[src/logic/pas_consts.svh]
// Constants for the positioner alarm summary block
`ifndef PAS_CONSTS_SVH
`define PAS_CONSTS_SVH

// Clock rate and timing figures
`define PAS_CLK_HZ          100000000
`define PAS_BLOCK_ALARM_S   10
`define PAS_TIME_UNIT_MS    10
`define PAS_GAIN_SETTLE_MS  1

// Position scale: 0.01 % per lsb, full travel = 100.00 %
`define PAS_POS_ZERO        16'h0000
`define PAS_POS_FULL        16'h2710
// T63 fraction as x/256 (161/256 = 0.629)
`define PAS_T63_NUM         9'hA1
`define PAS_T63_SHIFT       8

// Digest layout: element 1 in bits 63:48, byte 1 in bits 63:56
`define PAS_DIGEST_W        64
`define PAS_BIT_BLOCK_ALARM 7
`define PAS_BIT_POS_LOW     4
`define PAS_BIT_POS_LOLO    3
`define PAS_BIT_POS_HIGH    2
`define PAS_BIT_POS_HIHI    1

// Reset values and limits
`define PAS_RST_DIGEST      64'h0000_0000_0000_0000
`define PAS_RST_TIME        16'h0000
`define PAS_RST_GAIN        3'h0
`define PAS_GAIN_MAX        3'h7
`define PAS_TIME_SAT        16'hFFFF

`endif

[src/logic/pas_pkg.sv]
// Types for the positioner alarm summary block
package pas_pkg;

  typedef enum logic [1:0] {
    PAS_KIND_FUNCTION   = 2'h0,
    PAS_KIND_TRANSDUCER = 2'h1,
    PAS_KIND_PHYSICAL   = 2'h2
  } pas_kind_t;

  typedef enum logic [2:0] {
    PAS_ST_IDLE      = 3'h0,
    PAS_ST_GAIN_WAIT = 3'h1,
    PAS_ST_GAIN_STEP = 3'h2,
    PAS_ST_OPEN_RUN  = 3'h3,
    PAS_ST_CLOSE_RUN = 3'h4
  } pas_state_t;

endpackage

[src/logic/pas_hyst_flag.sv]
// One position alarm flag with hysteresis on its clearing edge
`timescale 1ns/10ps
`default_nettype none

module pas_hyst_flag #(
  parameter bit HIGH_SIDE = 1'b1
) (
  input  wire logic        i_mclk,
  input  wire logic        i_rst,
  input  wire logic        i_enable,
  input  wire logic [15:0] i_position,
  input  wire logic [15:0] i_threshold,
  input  wire logic [15:0] i_hysteresis,
  output logic             o_flag
);

  logic        flag_q;
  logic        flag_d;
  logic [16:0] band;

  // Set while beyond the threshold; clear only once back past the band
  always_comb begin
    flag_d = flag_q;
    band   = 17'h00000;
    if (!i_enable) begin
      flag_d = 1'b0;
    end else if (HIGH_SIDE) begin
      band = {1'b0, i_position} + {1'b0, i_hysteresis};
      if (i_position >= i_threshold) begin
        flag_d = 1'b1;
      end else if (band < {1'b0, i_threshold}) begin
        flag_d = 1'b0;
      end
    end else begin
      band = {1'b0, i_threshold} + {1'b0, i_hysteresis};
      if (i_position <= i_threshold) begin
        flag_d = 1'b1;
      end else if ({1'b0, i_position} > band) begin
        flag_d = 1'b0;
      end
    end
  end

  always_ff @(posedge i_mclk) begin
    if (i_rst) begin
      flag_q <= 1'b0;
    end else begin
      flag_q <= flag_d;
    end
  end

  assign o_flag = flag_q;

endmodule

`default_nettype wire

[src/logic/pas_alarm_summary.sv]
// Positioner alarm summary word and autostart calibration capture
// What this block does
// - Summary is four elements of two bytes each, sixty-four bits.
// - Only element one holds live alarms; elements two to four read zero.
// - Each position bit sets while its condition is true and clears only once past the hysteresis band.
// - Bit seven of byte one sets when the static revision counter increments.
// - The block-alarm bit clears itself ten seconds after being set.
// - Bit4 low, bit3 low-low, bit2 high, bit1 high-high; 6,5,0 reserved.
// - Position bits only in function block kind; otherwise always zero.
// - Second byte of element one is reserved and reads zero.
// - Configurable hysteresis applies to all four position alarm bits.
// - Autostart measures minimum closing time toward zero as T63 value.
// - Autostart measures minimum opening time toward full travel as T63 value.
// - Autostart finds converter gain and keeps it for later measurements.
`include "pas_consts.svh"
`timescale 1ns/10ps
`default_nettype none

module pas_alarm_summary #(
  parameter int unsigned BLOCK_ALARM_CYCLES = `PAS_BLOCK_ALARM_S * `PAS_CLK_HZ,
  parameter int unsigned TIME_UNIT_CYCLES   = (`PAS_CLK_HZ / 1000) * `PAS_TIME_UNIT_MS,
  parameter int unsigned GAIN_SETTLE_CYCLES = (`PAS_CLK_HZ / 1000) * `PAS_GAIN_SETTLE_MS
) (
  input  wire logic                    i_mclk,
  input  wire logic                    i_rst,
  input  wire pas_pkg::pas_kind_t      i_block_kind,
  input  wire logic                    i_revision_inc,
  input  wire logic [15:0]             i_position,
  input  wire logic [15:0]             i_high_threshold,
  input  wire logic [15:0]             i_high_high_threshold,
  input  wire logic [15:0]             i_low_threshold,
  input  wire logic [15:0]             i_low_low_threshold,
  input  wire logic [15:0]             i_hysteresis,
  input  wire logic                    i_autostart,
  input  wire logic                    i_adc_overrange,
  output logic [`PAS_DIGEST_W-1:0]     o_block_alert_digest,
  output logic                         o_position_high_flag,
  output logic                         o_position_high_high_flag,
  output logic                         o_position_low_flag,
  output logic                         o_position_low_low_flag,
  output logic                         o_block_alarm,
  output logic                         o_autostart_busy,
  output logic                         o_drive_open,
  output logic                         o_drive_close,
  output logic [15:0]                  o_closing_travel_time,
  output logic [15:0]                  o_opening_travel_time,
  output logic [2:0]                   o_converter_gain
);

  // Position alarm flags
  // Identical cells per threshold keep the band rule in one place
  // Flags settle one cycle after the position moves
  logic pos_enable;
  logic flag_high;
  logic flag_high_high;
  logic flag_low;
  logic flag_low_low;

  // Position alarms exist only in the function block instance
  assign pos_enable = (i_block_kind == pas_pkg::PAS_KIND_FUNCTION);

  // High side: set at or above the threshold
  pas_hyst_flag #(.HIGH_SIDE(1'b1)) u_high (
    .i_mclk       (i_mclk),
    .i_rst        (i_rst),
    .i_enable     (pos_enable),
    .i_position   (i_position),
    .i_threshold  (i_high_threshold),
    .i_hysteresis (i_hysteresis),
    .o_flag       (flag_high)
  );

  pas_hyst_flag #(.HIGH_SIDE(1'b1)) u_high_high (
    .i_mclk       (i_mclk),
    .i_rst        (i_rst),
    .i_enable     (pos_enable),
    .i_position   (i_position),
    .i_threshold  (i_high_high_threshold),
    .i_hysteresis (i_hysteresis),
    .o_flag       (flag_high_high)
  );

  // Low side: set at or below the threshold
  pas_hyst_flag #(.HIGH_SIDE(1'b0)) u_low (
    .i_mclk       (i_mclk),
    .i_rst        (i_rst),
    .i_enable     (pos_enable),
    .i_position   (i_position),
    .i_threshold  (i_low_threshold),
    .i_hysteresis (i_hysteresis),
    .o_flag       (flag_low)
  );

  pas_hyst_flag #(.HIGH_SIDE(1'b0)) u_low_low (
    .i_mclk       (i_mclk),
    .i_rst        (i_rst),
    .i_enable     (pos_enable),
    .i_position   (i_position),
    .i_threshold  (i_low_low_threshold),
    .i_hysteresis (i_hysteresis),
    .o_flag       (flag_low_low)
  );

  // Block alarm with self-clearing timer
  // Counts plain clock cycles, so the hold time tracks the clock rate
  // A 32-bit counter covers the ten-second hold at the full clock rate
  logic        blk_q;
  logic        blk_d;
  logic [31:0] blk_cnt_q;
  logic [31:0] blk_cnt_d;

  // New increment wins over the timeout and restarts the full delay
  always_comb begin
    blk_d     = blk_q;
    blk_cnt_d = blk_cnt_q;
    if (i_revision_inc) begin
      blk_d     = 1'b1;
      blk_cnt_d = 32'h0000_0000;
    end else if (blk_q) begin
      if (blk_cnt_q == BLOCK_ALARM_CYCLES - 32'h0000_0001) begin
        blk_d     = 1'b0;
        blk_cnt_d = 32'h0000_0000;
      end else begin
        blk_cnt_d = blk_cnt_q + 32'h0000_0001;
      end
    end
  end

  // Alarm bit and its hold counter
  always_ff @(posedge i_mclk) begin
    if (i_rst) begin
      blk_q     <= 1'b0;
      blk_cnt_q <= 32'h0000_0000;
    end else begin
      blk_q     <= blk_d;
      blk_cnt_q <= blk_cnt_d;
    end
  end

  // Summary word
  // Registered as a whole so a reader never sees a half-updated byte
  // Costs one extra cycle of latency against the flag outputs
  logic [`PAS_DIGEST_W-1:0] digest_q;
  logic [`PAS_DIGEST_W-1:0] digest_d;
  logic [7:0]               byte_one;

  // Reserved bits and elements stay zero; lags the flags by one cycle
  always_comb begin
    byte_one                       = 8'h00;
    byte_one[`PAS_BIT_BLOCK_ALARM] = blk_q;
    byte_one[`PAS_BIT_POS_LOW]     = flag_low;
    byte_one[`PAS_BIT_POS_LOLO]    = flag_low_low;
    byte_one[`PAS_BIT_POS_HIGH]    = flag_high;
    byte_one[`PAS_BIT_POS_HIHI]    = flag_high_high;
    digest_d = {byte_one, 8'h00, 48'h0000_0000_0000};
  end

  // Summary register
  always_ff @(posedge i_mclk) begin
    if (i_rst) begin
      digest_q <= `PAS_RST_DIGEST;
    end else begin
      digest_q <= digest_d;
    end
  end

  // Autostart: gain search, then opening and closing stroke timing
  // Times assume the stem really moves; a stuck valve saturates
  // the timer rather than hanging the sequence
  // Sequencer state, timers and captured results
  pas_pkg::pas_state_t st_q;
  pas_pkg::pas_state_t st_d;
  logic [31:0]         wait_q;
  logic [31:0]         wait_d;
  logic [31:0]         unit_q;
  logic [31:0]         unit_d;
  logic [15:0]         elapsed_q;
  logic [15:0]         elapsed_d;
  logic [15:0]         target_q;
  logic [15:0]         target_d;
  logic [15:0]         close_q;
  logic [15:0]         close_d;
  logic [15:0]         open_q;
  logic [15:0]         open_d;
  logic [2:0]          gain_q;
  logic [2:0]          gain_d;
  logic [24:0]         span;
  logic                unit_tick;

  // Time base in 10 ms units; a run that saturates stores the maximum
  assign unit_tick = (unit_q == TIME_UNIT_CYCLES - 32'h0000_0001);

  // Sequencer next state and capture of results
  always_comb begin
    st_d      = st_q;
    wait_d    = wait_q;
    unit_d    = unit_tick ? 32'h0000_0000 : unit_q + 32'h0000_0001;
    elapsed_d = elapsed_q;
    target_d  = target_q;
    close_d   = close_q;
    open_d    = open_q;
    gain_d    = gain_q;
    span      = 25'h0000000;
    unique case (st_q)
      pas_pkg::PAS_ST_IDLE: begin
        if (i_autostart) begin
          gain_d = `PAS_GAIN_MAX;
          wait_d = 32'h0000_0000;
          st_d   = pas_pkg::PAS_ST_GAIN_WAIT;
        end
      end
      // Let the converter settle before judging the range
      pas_pkg::PAS_ST_GAIN_WAIT: begin
        if (wait_q == GAIN_SETTLE_CYCLES - 32'h0000_0001) begin
          st_d = pas_pkg::PAS_ST_GAIN_STEP;
        end else begin
          wait_d = wait_q + 32'h0000_0001;
        end
      end
      // Step gain down until the converter is no longer over range
      pas_pkg::PAS_ST_GAIN_STEP: begin
        wait_d = 32'h0000_0000;
        if (i_adc_overrange && (gain_q != `PAS_RST_GAIN)) begin
          gain_d = gain_q - 3'h1;
          st_d   = pas_pkg::PAS_ST_GAIN_WAIT;
        end else begin
          span      = ({9'h000, `PAS_POS_FULL - i_position} * `PAS_T63_NUM) >> `PAS_T63_SHIFT;
          target_d  = i_position + span[15:0];
          elapsed_d = `PAS_RST_TIME;
          unit_d    = 32'h0000_0000;
          st_d      = pas_pkg::PAS_ST_OPEN_RUN;
        end
      end
      pas_pkg::PAS_ST_OPEN_RUN: begin
        if (i_position >= target_q || elapsed_q == `PAS_TIME_SAT) begin
          open_d    = elapsed_q;
          span      = ({9'h000, i_position} * `PAS_T63_NUM) >> `PAS_T63_SHIFT;
          target_d  = i_position - span[15:0];
          elapsed_d = `PAS_RST_TIME;
          unit_d    = 32'h0000_0000;
          st_d      = pas_pkg::PAS_ST_CLOSE_RUN;
        end else if (unit_tick) begin
          elapsed_d = elapsed_q + 16'h0001;
        end
      end
      pas_pkg::PAS_ST_CLOSE_RUN: begin
        if (i_position <= target_q || elapsed_q == `PAS_TIME_SAT) begin
          close_d = elapsed_q;
          st_d    = pas_pkg::PAS_ST_IDLE;
        end else if (unit_tick) begin
          elapsed_d = elapsed_q + 16'h0001;
        end
      end
      default: begin
        st_d = pas_pkg::PAS_ST_IDLE;
      end
    endcase
  end

  // Results and gain are held until the next autostart
  always_ff @(posedge i_mclk) begin
    if (i_rst) begin
      st_q      <= pas_pkg::PAS_ST_IDLE;
      wait_q    <= 32'h0000_0000;
      unit_q    <= 32'h0000_0000;
      elapsed_q <= `PAS_RST_TIME;
      target_q  <= `PAS_POS_ZERO;
      close_q   <= `PAS_RST_TIME;
      open_q    <= `PAS_RST_TIME;
      gain_q    <= `PAS_RST_GAIN;
    end else begin
      st_q      <= st_d;
      wait_q    <= wait_d;
      unit_q    <= unit_d;
      elapsed_q <= elapsed_d;
      target_q  <= target_d;
      close_q   <= close_d;
      open_q    <= open_d;
      gain_q    <= gain_d;
    end
  end

  // Outputs
  // Data outputs come straight from registers
  // Drive and busy lines are decoded from the state register
  assign o_block_alert_digest      = digest_q;
  assign o_position_high_flag      = flag_high;
  assign o_position_high_high_flag = flag_high_high;
  assign o_position_low_flag       = flag_low;
  assign o_position_low_low_flag   = flag_low_low;
  assign o_block_alarm             = blk_q;

  // Decoded status, combinational by design
  assign o_autostart_busy          = (st_q != pas_pkg::PAS_ST_IDLE);
  assign o_drive_open              = (st_q == pas_pkg::PAS_ST_OPEN_RUN);
  assign o_drive_close             = (st_q == pas_pkg::PAS_ST_CLOSE_RUN);
  assign o_closing_travel_time     = close_q;
  assign o_opening_travel_time     = open_q;
  assign o_converter_gain          = gain_q;

endmodule

`default_nettype wire

[config.mk]
export PLATFORM = sky130hd
export DESIGN_NAME = pas_alarm_summary
export DESIGN_NICKNAME = d
export VERILOG_FILES = /design/src/logic/pas_pkg.sv /design/src/logic/pas_hyst_flag.sv /design/src/logic/pas_alarm_summary.sv
export VERILOG_INCLUDE_DIRS = /design/src /design/src/logic
export SDC_FILE = /design/constraint.sdc
export NUM_CORES = 1
export LEC_CHECK = 0
export ABC_AREA = 1
export BUFFER_PORTS_ARGS = -buffer_cell sky130_fd_sc_hd__clkbuf_2
export CORE_ASPECT_RATIO = 1.75
export CORE_MARGIN = 5
export CORE_UTILIZATION = 30
export CTS_BUF_LIST = sky130_fd_sc_hd__clkbuf_16
export DETAILED_ROUTE_END_ITERATION = 16
export GPL_ROUTABILITY_DRIVEN = 1
export SETUP_SLACK_MARGIN = 0.2
export SYNTH_ARGS = -nofsm -noshare
export SYNTH_HDL_FRONTEND = slang
export SYNTH_SLANG_ARGS = --single-unit
export TNS_END_PERCENT = 20
[constraint.sdc]
create_clock -name i_mclk -period 9.3 [get_ports i_mclk]
set_input_delay 1.86 -clock i_mclk [delete_from_list [all_inputs] [get_ports i_mclk]]
set_output_delay 1.86 -clock i_mclk [all_outputs]
set_load 0.01 [all_outputs]
Yosys cells after proc, flatten, opt, wreduce, memory -nomap -nowiden
Index checks and enable logic that the tools add are counted.
{"block": "classes", "n_addsub": 11, "n_mul": 2, "n_div": 0, "magnitude_cmp": 10, "eq_ne": 16, "n_shift": 0, "muxes": 36, "bitwise_logic": 1, "n_reduce_logical": 24}
{"cell": "32-bit 2-to-1 mux", "n": 6}
{"cell": "32-bit by 1-bit adder with 32-bit output (second input constant)", "n": 3}
{"cell": "16-bit 2-to-1 mux", "n": 6}
{"cell": "32-bit one-hot mux with 3 select lines", "n": 1}
{"cell": "32-bit one-hot mux with 2 select lines", "n": 1}
{"cell": "16-bit by 16-bit adder with 17-bit output", "n": 3}
{"cell": "16-bit greater-or-equal comparator", "n": 3}
{"cell": "16-bit less-or-equal comparator", "n": 3}
{"cell": "16-bit by 8-bit multiplier with 24-bit output (second input constant)", "n": 2}
{"cell": "16-bit one-hot mux with 3 select lines", "n": 1}
{"cell": "16-bit by 17-bit greater-than comparator with 1-bit output", "n": 2}
{"cell": "17-bit by 16-bit < comparator with 1-bit output", "n": 2}
{"cell": "32-bit by 17-bit equality test with 1-bit output (second input constant)", "n": 1}
{"cell": "32-bit by 20-bit equality test with 1-bit output (second input constant)", "n": 1}
{"cell": "32-bit by 30-bit equality test with 1-bit output (second input constant)", "n": 1}
{"cell": "16-bit one-hot mux with 2 select lines", "n": 1}
{"cell": "3-bit 2-to-1 mux", "n": 6}
{"cell": "16-bit by 1-bit adder with 16-bit output (second input constant)", "n": 1}
{"cell": "16-bit adder", "n": 1}
{"cell": "16-bit equality test (second input constant)", "n": 1}
{"cell": "14-bit by 16-bit subtractor with 16-bit output (first input constant)", "n": 1}
{"cell": "16-bit subtractor", "n": 1}
{"cell": "3-bit one-hot mux with 5 select lines", "n": 1}
{"cell": "2-bit inequality test (second input constant)", "n": 6}
{"cell": "19 further kinds", "n": 45}
{"block": "totals", "reg_bits": 235, "latchBits": 0, "mem_bits_rw": 0, "mem_bits_ro": 0, "in_bits": 103, "n_memories": 0}

Depth between registers and ports, before layout
Gate-level depths: netlist of the first run.
{"block": "depth", "word_depth": 5, "mapped_depth": 45, "ltp_nobuf": 45}

Cells and area by module
Synthesis of the first run repeated with hierarchy kept, for this count alone.
{"block": "hier_totals", "hier_cells": 2818, "hier_area_um2": 19705.1}
{"mod": "pas_alarm_summary", "instances": 1, "cells_per_inst": 1895, "area_each_um2": 13528.0}
{"mod": "pas_hyst_flag at u_high ...", "instances": 2, "cells_per_inst": 233, "area_each_um2": 1511.4}
{"mod": "pas_hyst_flag at u_low_low", "instances": 1, "cells_per_inst": 234, "area_each_um2": 1600.3}
{"mod": "pas_hyst_flag at u_low", "instances": 1, "cells_per_inst": 223, "area_each_um2": 1554.0}

Least setup slack after synthesis of the first run
Ideal clock, no wire load.
{"block": "synth_path", "path_type": "input port to flip-flop", "startpoint": "in i_position[0]", "endpoint": "reg target_q[15]", "setup_ns": 0.113, "arrival_time_ns": 7.277, "required_time_ns": 9.187, "path_slack_ns": 1.910, "path_stages": 36, "path_cell_list": "inv_1 > ha_1 > nand2_1 > nand2_1 > nand2_1 > nor2_1 > nor2_1 > xor2_1 > ha_1 > ha_1 > inv_1 > fa_1 > inv_1 > ha_1 > ha_1 > a21oi_1 > o21ai_0 > a21oi_1 > nand2_1 > nand2_1 > nand2_1 > nor2_1 > nand4_2 > nor2_2 > nand3_1 > xnor2_1 > o21ai_0 > ha_1 > nand2_1 > nor2_1 > a211oi_1 > nand3_1 > nand2_1 > nand3_1 > nand3_1 > nand2_1"}
{"block": "synth_via", "elab_chain_len": 5}
{"item": "from (decl)", "line": "pas_alarm_summary.sv:28", "rtl": "input wire logic [15:0] i_position,"}
{"item": "14-bit by 16-bit subtractor with 16-bit output (no source line)"}
{"item": "16-bit by 8-bit multiplier with 24-bit output (no source line)"}
{"item": "16-bit adder", "line": "pas_alarm_summary.sv:228", "rtl": "target_d = i_position + span[15:0];"}
{"item": "16-bit 2-to-1 mux", "line": "pas_alarm_summary.sv:223", "rtl": "if (i_adc_overrange && (gain_q != `PAS_RST_GAIN)) begin"}
{"item": "16-bit one-hot mux with 2 select lines", "line": "pas_alarm_summary.sv:204", "rtl": "unique case (st_q)"}
{"item": "to (signal assigned)", "line": "pas_alarm_summary.sv:267", "rtl": "target_q <= `PAS_POS_ZERO;"}
{"item": "to (signal assigned)", "line": "pas_alarm_summary.sv:276", "rtl": "target_q <= target_d;"}
{"item": "to (decl)", "line": "pas_alarm_summary.sv:179", "rtl": "logic [15:0] target_q;"}
Parallel ways exist; a longest one is shown, timed or not. The select of a mux whose other input is x is not followed.
A chain may end at the register's enable or synchronous reset.

Final worst setup path of the first run
Ends and elaborated chain as after synthesis.

==> metrics.md, run 1 <==
| Metric | Value |
|---|---|
| Total power | `3.51 mW` |
| Hold buffers post-CTS | `0` |
| Die ar. | `67300 µm²` |
| IO Pins | `210` |
| Unique masters post-synth | `65` |
| GPL Wtd Cong | `0.943` |
| Slowest stage delay, CP | `0.50 ns` |
| Area grow syn2layout | `11.4%` |
| Diodes inserted | `0` |
| Drt drc | `0` |
| Fin crit period | `7.71 ns` |
| Largest net degree at the start of global routing | `34` |
| Port-buffer cells | `150` |
| Cell taking the most area after synthesis | `ha_1` |
| Hold Crit Start | `u_high_high.o_flag$_SDFFE_PP0P_` |
| Crit Path Class | `in2reg` |
| Clock latency on the worst-skew pair | `0.46 ns` |
| DP Cell Count | `3558` |
| Unrepaired setup endpoints after global routing | `false` |
| Fin cells | `3590` |
| CTS tree | `built` |
| Reg2reg start | `st_q[0]$_SDFFE_PP0P_` |
| Setup crit end kind | `register` |
| Max-slew violations | `0` |
| GRT Util Overall | `16.7%` |
| Final WL | `57200 µm` |
| Via density | `4.92` |
| Vias in the first global route | `about 17000` |
| # resized after CTS | `0` |
| Antenna Nets Post-Route | `0` |
| Pre-CTS WS | `between 1 and 1.5 ns` |
| Top post-synthesis cells by area | `ha_1, dfxtp_1, inv_1` |
| CP Data Arrival Time | `8.05 ns` |
| Final hold viol count | `0` |
| Vias | `roughly 18000` |
| Max Root-Sink Buffers | `2` |
| R2R Setup Slk | `5.16 ns` |
| NumNets Final | `3255` |
| DRT iter0 DRCs | `717` |
| Critical path's most frequent cell | `nand2_1` |
| Critical path required time | `a little under 10 ns` |
| # setup viols final | `0` |
| Root buffer cell | `clkbuf_16` |
| Worst Slack Setup Final | `between 1.5 and 2 ns` |
| Grt ovf | `0` |
| Power Density | `169 nW/µm²` |
| Worst Hold Class | `reg2reg` |
| Clk sinks | `around 180` |
| Reg2reg path depth | `22` |
| Post-DP HPWL | `48100 µm` |
| Layout cells sized above 1 | `9.58%` |
| Pin slew with the least headroom to its limit | `~0.97 ns` |
| EDFF count, synth | `0` |
| Outcome | `completed` |
| Cells after Synth | `roughly 2600` |
| Top FF cell, synth | `dfxtp_1` |
| Ys async rst share | `0%` |
| WL/cell | `15.9 µm` |
| Endpoint of the worst hold path | `o_block_alert_digest[57]$_SDFF_PP0_` |
| Syn Area/Cell | `7.08 µm²` |
| Register area share after synthesis | `a little under a fifth` |
| Worst clock skew | `between 0.02 and 0.025 ns` |
| Max_slew headroom | `approximately a third` |
| Die height | `339 µm` |
| Post-Route Setup TNS | `0 ns` |
| Peak VDD IR | `144 µV` |
| First-pass GRT wire length | `between 80000 and 90000 µm` |
| Die width | `198 µm` |
| Max Cap Viol | `0` |
| Synth top area share | `23.3%` |
| Worst setup SP type | `input port` |
| Commonest non-fill, non-tap cell in the layout | `inv_1` |
| Router iterations before antenna repair | `6` |
| Initial antenna violation count | `0` |
| Floorplan core area | `61400 µm²` |
| Static Leakage | `slightly below 10 nW` |
| Final Cycle Share | `82.9%` |
| Synthesized area | `18600 µm²` |
| Worst reg2reg path endpoint | `target_q[12]$_SDFFE_PP0P_` |
| # Post-CTS Setup Buffers | `0` |
| CP max FO | `6` |
| Most frequent cells in the layout | `inv_1, nand2_1, ha_1, a21oi_1, nor2_1` |
| Flop and latch count out of synthesis | `about 180` |
| Synthesis warning total | `0` |
| Row Count | `120` |
| Worst hold path cell count | `2` |
| TritonCTS Buffers | `17` |
| H-Tree Level Count | `4` |
| CP max stage cell | `fa_1` |
| Clk slew on worst S/H paths | `0.07 ns` |
| Initial core utilization | `30.3%` |
| Fmax | `130 MHz` |
state kept, by name, summed over array words and instances (netlist names), 3 cells and up:
signal and count:
st_q 3, blk_cnt_q 32, target_q 16, o_opening_travel_time 16, elapsed_q 16, unit_q 32
o_block_alert_digest 5, o_converter_gain 3, wait_q 32, o_closing_travel_time 16
final cells by class:
class / count / area, µm²
timing repair buffer: 171 / 908
multi-input combinational: 2006 / 13200
clock buffer: 17 / 425
tap: 793 / 992
fill: 6698 / 40700
clock inverter: 15 / 153
sequential: 176 / 3520
inverter: 412 / 1550
cell usage after synthesis, types with 45 or more instances:
master / instances
ha_1: 346
nor3_1: 91
nand3_1: 103
dfxtp_1: 176
inv_1: 403
a21oi_1: 262
xor2_1: 82
buf_4: 60
o21ai_0: 114
nand4_1: 45
nand2_1: 392
nor2_1: 233
power breakdown:
group,switching (mW),internal [mW],leakage (nW)
registers,0.0132,0.780,1.42
clock network,0.344,0.379,0.291
logic,1.27,0.725,8.00
metrics by stage:
stage | util [%] | cell area (µm²) | hold slack [ns]
global placement | 32.8 | 20200 | 0.434
floorplan | - | 18800 | 0.418
finish | 33.8 | 20700 | 0.455
detailed placement | 32.8 | 20200 | 0.449
global route | 33.8 | 20700 | 0.473
CTS | 33.8 | 20700 | 0.459
how the worst max path moves through the flow:
stage                              from                        end  slack [ns]  depth (start not counted)
after CTS                 i_position[0]  target_q[15]$_SDFFE_PP0P_        1.59                         37
final                     i_position[0]  target_q[15]$_SDFFE_PP0P_        1.59                         37
after global placement    i_position[0]  target_q[15]$_SDFFE_PP0P_        1.20                         37
after detailed placement  i_position[0]  target_q[15]$_SDFFE_PP0P_        1.10                         37
after floorplan           i_position[0]  target_q[15]$_SDFFE_PP0P_        1.91                         36
after global routing      i_position[0]  target_q[15]$_SDFFE_PP0P_        0.88                         42
cells by family after synthesis:
kind of cell / after synthesis / share of synthesized area [%]
AND/OR/NAND/NOR: 982 / 24.3
buffers and inverters: 503 / 11.4
AO/OA/AOI/OAI: 491 / 14.8
adder cells (fa/ha/maj): 368 / 25.6
flip-flops: 176 / 18.9
XOR/XNOR: 106 / 4.99
other: 1 / 0.0202
critical path: cells and delay by family:
family                     cells  cell delay [ns]
adders and majority gates      7             2.30
AOI/OAI and AO/OA              5             0.90
xor gates and xnor gates       2             0.50
and+or+nand+nor               19             2.04
buffers and inverters          4             0.45
routing by layer:
| layer | track usage, % | vias to the layer above | wire length [µm] |
|---|---|---|---|
| met1 | 16.3 | 8090 | 20500 |
| li1 | - | 9076 | - |
| met5 | 0 | - | 0 |
| met4 | 8.64 | 0 | 3170 |
| met2 | 33.1 | 381 | 31500 |
| met3 | 2.20 | 109 | 2090 |
Power figures use the tool's default switching activity.
==> run 2, diff against run 1 <==
==> constraint.sdc (replaced) <==
create_clock -name i_mclk -period 7.2 [get_ports i_mclk]
set_input_delay 1.44 -clock i_mclk [delete_from_list [all_inputs] [get_ports i_mclk]]
set_output_delay 1.44 -clock i_mclk [all_outputs]
set_load 0.01 [all_outputs]
==> run 2 against run 1 <==
Net effect:
- die area unchanged
- design area up 5.3%
- non-clock buffer count up 108
- sequential share of layout area down 0.85 points
- worst setup slack worse by 0.96 ns
- register-to-register slack worse by 1.9 ns
- via count up 3.6%
- count of clock-buffer cells in the layout unchanged
- core utilization up 1.8 points
- sequential power up 30%
- clock power up 33%
- critical path type unchanged
==> metrics.md, run 2 (synthesis gave the netlist of run 1 again) <==
| Metric | Value |
|---|---|
| Peak VDD IR | `207 µV (+44%)` |
| Commonest non-fill, non-tap cell in the layout | `inv_1` |
| WL/cell | `15.8 µm (-0.88%)` |
| Crit Path Class | `in2reg` |
| Max_slew headroom | `35.6% (+0.50 points)` |
| Pint | `3.01 mW (+60%)` |
| DP Cell Count | `3663 (+3.0%)` |
| Most frequent cells in the layout | `inv_1, nand2_1, ha_1, a21oi_1, nor2_1` |
| Max Cap Viol | `0 (unchanged)` |
| Diodes inserted | `0 (unchanged)` |
| Fmax | `152 MHz` |
| Post-Route Setup TNS | `0 ns (unchanged)` |
| Clock latency on the worst-skew pair | `0.46 ns (about the same)` |
| H-Tree Level Count | `4 (unchanged)` |
| GPL Wtd Cong | `0.939 (-0.40%)` |
| Layout cells sized above 1 | `14.5% (+4.9 points)` |
| Root buffer cell | `clkbuf_16` |
| Sequential Power Share | `19.2% (-3.4 points)` |
| Vias | `18300 (+3.6%)` |
| GRT Util Overall | `16.8% (+0.14 points)` |
| Fin crit period | `about 6.6 ns` |
| Design area | `21800 µm² (+5.3%)` |
| Pin slew with the least headroom to its limit | `0.964 ns (-0.00741 ns)` |
| Setup crit end kind | `register` |
| Worst Slack Setup Final | `0.629 ns (-0.961 ns)` |
| Worst clock skew | `0.0176 ns (-0.00727 ns)` |
| Power Density | `245 nW/µm² (+45%)` |
| Worst Hold Class | `reg2reg` |
| Initial core utilization | `30.3% (unchanged)` |
| Largest net degree at the start of global routing | `36 (+5.9%)` |
| Static Leakage | `10.3 nW (+5.6%)` |
| Largest registers | `blk_cnt_q x32, unit_q x32, wait_q x32` |
| Post-DP HPWL | `49000 µm (+1.8%)` |
| CP Data Arrival Time | `6.90 ns (-1.15 ns)` |
| Max Root-Sink Buffers | `2 (unchanged)` |
| Vias in the first global route | `17900 (+3.0%)` |
| Total power | `5.35 mW (+52%)` |
| IO Pins | `210 (unchanged)` |
| Outcome | `completed` |
| Grt ovf | `0 (unchanged)` |
| Slowest stage delay, CP | `0.47 ns (-0.03 ns)` |
| Area grow syn2layout | `17.3%` |
| First-pass GRT wire length | `90700 µm (+1.3%)` |
| CP max FO | `4 (-2)` |
| WHS | `0.452 ns (-0.00297 ns)` |
| Port-buffer cells | `150 (unchanged)` |
| Max-slew violations | `0 (unchanged)` |
| CP max stage cell | `fa_1` |
| Hold buffers post-CTS | `0 (unchanged)` |
| Antenna Nets Post-Route | `0 (unchanged)` |
| DRT iter0 DRCs | `690 (-3.8%)` |
| DP Area | `20900 µm² (+3.9%)` |
| Clk slew on worst S/H paths | `0.08 ns (about the same)` |
| Floorplan core area | `61400 µm² (unchanged)` |
| Final Cycle Share | `approximately nine tenths` |
| Critical path's most frequent cell | `nand2_1` |
| Die ar. | `67300 µm² (unchanged)` |
| Worst setup SP type | `input port` |
| Psw | `2.34 mW (+44%)` |
| CTS tree | `built` |
| Die height | `339 µm (unchanged)` |
| Critical path required time | `7.52 ns (-2.12 ns)` |
| Final hold viol count | `0 (unchanged)` |
| Unrepaired setup endpoints after global routing | `false` |
| # setup viols final | `0 (unchanged)` |
| Via density | `4.95 (+0.57%)` |
| Power share of the clock group | `18.0% (-2.6 points)` |
| Combinational power share | `62.9% (+6.1 points)` |
| NumNets Final | `3363 (+3.3%)` |
| Router iterations before antenna repair | `5 (-1)` |
| Die width | `198 µm (unchanged)` |
| Row Count | `120 (unchanged)` |
| Fin cells | `3698 (+3.0%)` |
| Final WL | `58400 µm (+2.1%)` |
| TritonCTS Buffers | `17 (unchanged)` |
| Clk sinks | `176 (unchanged)` |
| Pre-CTS WS | `-0.153 ns (-1.25 ns)` |
| Drt drc | `0 (unchanged)` |
| Sw frac | `43.7% (-2.6 points)` |
| Final Core Density | `35.5% (+1.8 points)` |
| Initial antenna violation count | `1 (+1)` |
[run 2: cell count changes in the layout (fill, tap and decap cells not counted), moves of 3 or more]
cell     before  now
buf_4        21  129
a21oi_1     262  251
a21oi_2       0   11
ha_1        346  339
xor2_1       82   75
xor2_2        0    7
ha_4          0    6
nand2_1     392  387
nand2_2       6   11
nand3_1     103   99
nand3_2       8   12
nor2_1      233  229
o21ai_0     114  110
nor2_2       15   18
[run 2: worst paths after layout]
| kind | start | to | slack [ns] | cells after the start |
|---|---|---|---|---|
| worst min-delay path | unit_q[0]$_SDFF_PP0_ | unit_q[0]$_SDFF_PP0_ | 0.45 | 1 |
| worst max register to register | st_q[0]$_SDFFE_PP0P_ | target_q[12]$_SDFFE_PP0P_ | 3.23 | 23 |
| worst max-delay path | i_position[1] | target_q[12]$_SDFFE_PP0P_ | 0.63 | 35 |
| worst min register to register | unit_q[0]$_SDFF_PP0_ | unit_q[0]$_SDFF_PP0_ | 0.45 | 1 |
[run 2: repair_timing]
action / in CTS / in global routing
endpoints found under the hold margin: 0 / 0
resized for setup: 0 / 54
setup endpoints to repair: 0 / 7
buffers inserted: 0 / 3
[run 2: power groups by stage]
stage	Sequential [mW]	Combinational, mW	Clock, mW
2_1_floorplan	1.05	1.93	0
3_3_place_gp	1.05	3.16	0
3_5_place_dp	1.05	3.18	0
4_1_cts	1.03	3.19	0.983
5_1_grt	1.03	3.76	1.02
6_report	1.03	3.36	0.960
[run 2: worst max-delay path, delay by kind of cell]
kind	cells	cell delay (ns)
fa+ha+maj	6	2.08
buf+inv	4	0.45
simple gates	14	1.48
xor+xnor	1	0.17
compound gates	10	1.27
[run 2: metal layers]
layer  wire (µm)  part of all wire, %  vias up  GRT usage [%]
met4        3290                  5.6        0           8.38
met2       32000                   55      415           33.7
met3        2200                  3.8      132           2.06
met1       20900                   36     8447           16.4
met5           0                    0        -              0
li1            -                    -     9297              -
[run 2: final cells by class]
class,instances,area [µm²]
Fill cell,6580,39600
Timing Repair Buffer,279,1720
Sequential cell,176,3520
Inverter,412,1550
Clock buffer,17,425
Clock inverter,15,174
Multi-Input combinational cell,2006,13400
Tap cell,793,992
==> run 3, diff against run 2 <==
--- a/config.mk
+++ b/config.mk
@@ -17,5 +17,6 @@
 export SETUP_SLACK_MARGIN = 0.2
 export SYNTH_ARGS = -nofsm -noshare
 export SYNTH_HDL_FRONTEND = slang
+export SYNTH_HIERARCHICAL = 1
 export SYNTH_SLANG_ARGS = --single-unit
 export TNS_END_PERCENT = 20
==> run 3 against run 2 <==
Net effect:
- first-iteration DRC count is 1.3% lower
- worst hold slack better by 0.0044 ns
- largest power group unchanged
- die area is 5.7% higher
- largest cell class unchanged
- sequential power hardly changed
- critical path depth is 6 higher
- worst setup slack worse by 0.051 ns
- power is 0.87% higher
- critical endpoint is now target_q[14]$_SDFFE_PP0P_
- via count is 6.4% higher
- highest routed layer unchanged
- register-to-register slack better by 0.20 ns
- count of clock-buffer cells in the layout stayed put
- clock skew is 0.00089 ns higher
==> metrics.md, run 3 <==
| Metric | Value |
|---|---|
| Cell taking the most area after synthesis | `ha_1` |
| Top post-synthesis cells by area | `ha_1, dfxtp_1, nand2_1` |
| CP Data Arrival Time | `6.98 ns (+0.08 ns)` |
| GPL Wtd Cong | `0.956 (+1.8%)` |
| Fin crit period | `6.62 ns (+0.0513 ns)` |
| Register area share after synthesis | `17.9% (-1.1 points)` |
| Synthesis warning total | `6 (+6)` |
| Die ar. | `71100 µm² (+5.7%)` |
| Commonest non-fill, non-tap cell in the layout | `nand2_1` |
| Top FF cell, synth | `dfxtp_1` |
| Total power | `5.40 mW (+0.87%)` |
| Setup crit end kind | `register` |
| Initial antenna violation count | `1 (unchanged)` |
| CP max stage cell | `fa_1` |
| Drt drc | `0 (unchanged)` |
| Commonest cells post-synth | `nand2_1, inv_1, ha_1` |
| Max-slew violations | `0 (unchanged)` |
| Outcome | `completed` |
| EDFF count, synth | `0 (unchanged)` |
| Final Cycle Share | `92.0% (+0.71 points)` |
| Post-Route Setup TNS | `0 ns (unchanged)` |
| Floorplan core area | `65300 µm² (+6.4%)` |
| Root buffer cell | `clkbuf_16` |
| # setup viols final | `0 (unchanged)` |
| Vias | `19500 (+6.4%)` |
| TritonCTS Buffers | `17 (unchanged)` |
| Area grow syn2layout | `16.8%` |
| Unrepaired setup endpoints after global routing | `false` |
| Clock latency on the worst-skew pair | `0.47 ns (about the same)` |
| Row Count | `124 (+3.3%)` |
| Unique masters post-synth | `63 (-3.1%)` |
| Syn Area/Cell | `6.99 µm² (-1.3%)` |
| Critical path required time | `7.56 ns (+0.04 ns)` |
| Die height | `349 µm (+2.8%)` |
| Max_slew headroom | `48.4% (+13 points)` |
| Worst Hold Class | `reg2reg` |
| WL/cell | `16.3 µm (+2.9%)` |
| GRT Util Overall | `17.6% (+0.75 points)` |
| Layout cells sized above 1 | `14.5% (-0.018 points)` |
| Synth top area share | `23.0% (-0.21 points)` |
| Power Density | `235 nW/µm² (-4.3%)` |
| Fill cells | `7125 (+8.3%)` |
| Max Cap Viol | `0 (unchanged)` |
| Worst setup SP type | `input port` |
| Largest registers | `blk_cnt_q x32, unit_q x32, wait_q x32` |
| Router iterations before antenna repair | `6 (+1)` |
| Grt ovf | `0 (unchanged)` |
| Port-buffer cells | `150 (unchanged)` |
| Most frequent cells in the layout | `nand2_1, inv_1, ha_1, a21oi_1, nor2_1` |
| CTS tree | `built` |
| Final WL | `64400 µm (+10%)` |
| Crit Path Class | `in2reg` |
| IO Pins | `210 (unchanged)` |
| CP max FO | `4 (unchanged)` |
| Via density | `4.91 (-0.76%)` |
| Die width | `204 µm (+2.8%)` |
| Critical path's most frequent cell | `buf_4` |
| Clk slew on worst S/H paths | `0.09 ns (about the same)` |
| Vias in the first global route | `19700 (+10%)` |
| DP Cell Count | `3925 (+7.2%)` |
| Slowest stage delay, CP | `0.52 ns (+0.05 ns)` |
| Largest net degree at the start of global routing | `42 (+17%)` |
| Cells after Synth | `2818 (+7.3%)` |
| Worst clock skew | `0.0185 ns (+0.000885 ns)` |
| Synthesized area | `19700 µm² (+5.9%)` |
| Ys async rst share | `0% (unchanged)` |
| Fin cells | `3964 (+7.2%)` |
| NumNets Final | `3557 (+5.8%)` |
| Fmax | `151 MHz (-0.78%)` |
| Max Root-Sink Buffers | `2 (unchanged)` |
| Most common cell in the synthesized netlist | `nand2_1` |
| First-pass GRT wire length | `98700 µm (+8.9%)` |
| Final hold viol count | `0 (unchanged)` |
| Post-DP HPWL | `54500 µm (+11%)` |
| Clk sinks | `176 (unchanged)` |
| Pin slew with the least headroom to its limit | `0.770 ns (-0.194 ns)` |
| Static Leakage | `11.0 nW (+6.9%)` |
| Peak VDD IR | `239 µV (+15%)` |
| DRT iter0 DRCs | `681 (-1.3%)` |
| Initial core utilization | `30.2% (-0.14 points)` |
| Antenna Nets Post-Route | `0 (unchanged)` |
| H-Tree Level Count | `4 (unchanged)` |
| Flop and latch count out of synthesis | `176 (unchanged)` |
run 3: cell count changes after synthesis, sizes merged, moves of 14 or more:
cell	before	now
inv	409	453
clkbuf	21	35
nand2	399	490
a21o	4	21
ha	346	363
nor2	253	235
o21ai	117	132
run 3: layer usage:
layer | global-route usage [%] | share of wire [%]
met2 | 35.9 | 55
met3 | 2.23 | 3.7
met1 | 15.7 | 34
met4 | 11.5 | 7.3
met5 | 0 | 0
run 3: cells by family after synthesis:
group | count (synthesis) | synth area share, %
AOI/OAI and AO/OA | 512 | 15.2
xor gates and xnor gates | 117 | 5.20
adders and majority gates | 386 | 25.4
buffers and inverters | 551 | 11.6
DFF | 176 | 17.9
other | 1 | 0.0190
and+or+nand+nor | 1075 | 24.7
run 3: worst max-delay path: cells and delay by family:
kind | cells | cell delay, ns
buf+inv | 10 | 0.96
xor+xnor | 2 | 0.39
compound gates | 10 | 0.99
simple gates | 13 | 1.14
fa+ha+maj | 6 | 2.07
run 3: worst paths after layout:
kind / start / to / slack, ns / depth (start not counted)
hold reg to reg: u_low_low/o_flag$_SDFFE_PP0P_ / o_block_alert_digest[59]$_SDFF_PP0_ / 0.46 / 2
setup / recovery: i_position[0] / target_q[14]$_SDFFE_PP0P_ / 0.58 / 41
setup reg to reg: target_q[15]$_SDFFE_PP0P_ / elapsed_q[3]$_SDFFE_PP0P_ / 3.43 / 15
hold / removal: u_low_low/o_flag$_SDFFE_PP0P_ / o_block_alert_digest[59]$_SDFF_PP0_ / 0.46 / 2
run 3: final cells by class:
cell class	instances	area (µm²)	area share (%)
Clock inverter	15	164	0.712
Clock buffer	17	425	1.85
Multi-Input combinational cell	2149	14400	62.7
Timing Repair Buffer	268	1650	7.15
Sequential cell	176	3520	15.3
Antenna cell	1	2.50	0.0109
Tap cell	882	1100	4.80
Inverter	456	1720	7.46
run 3: stage by stage:
step / hold slack (ns) / instance area, µm² / worst slack [ns] / utilization, %
after detailed placement: 0.443 / 22000 / -0.127 / 33.7
after global routing: 0.489 / 23000 / 0.146 / 35.2
after CTS: 0.459 / 22600 / 0.358 / 34.7
after floorplan: 0.418 / 19900 / 0.337 / -
final: 0.456 / 23000 / 0.578 / 35.2
after global placement: 0.437 / 22000 / -0.0709 / 33.7
run 3: report_power, final:
group	internal, mW	leakage (nW)	total [mW]	switching [mW]
clock	0.467	0.288	0.962	0.495
sequential	1.01	1.42	1.02	0.0160
combinational	1.48	9.26	3.41	1.93
run 3: repair_timing:
| action | CTS | global route |
|---|---|---|
| resized for setup | 0 | 72 |
| hold buffers | 0 | 0 |
| setup buffers | 0 | 6 |
| endpoints found under the setup margin | 0 | 5 |
| hold endpoints to repair | 0 | 0 |
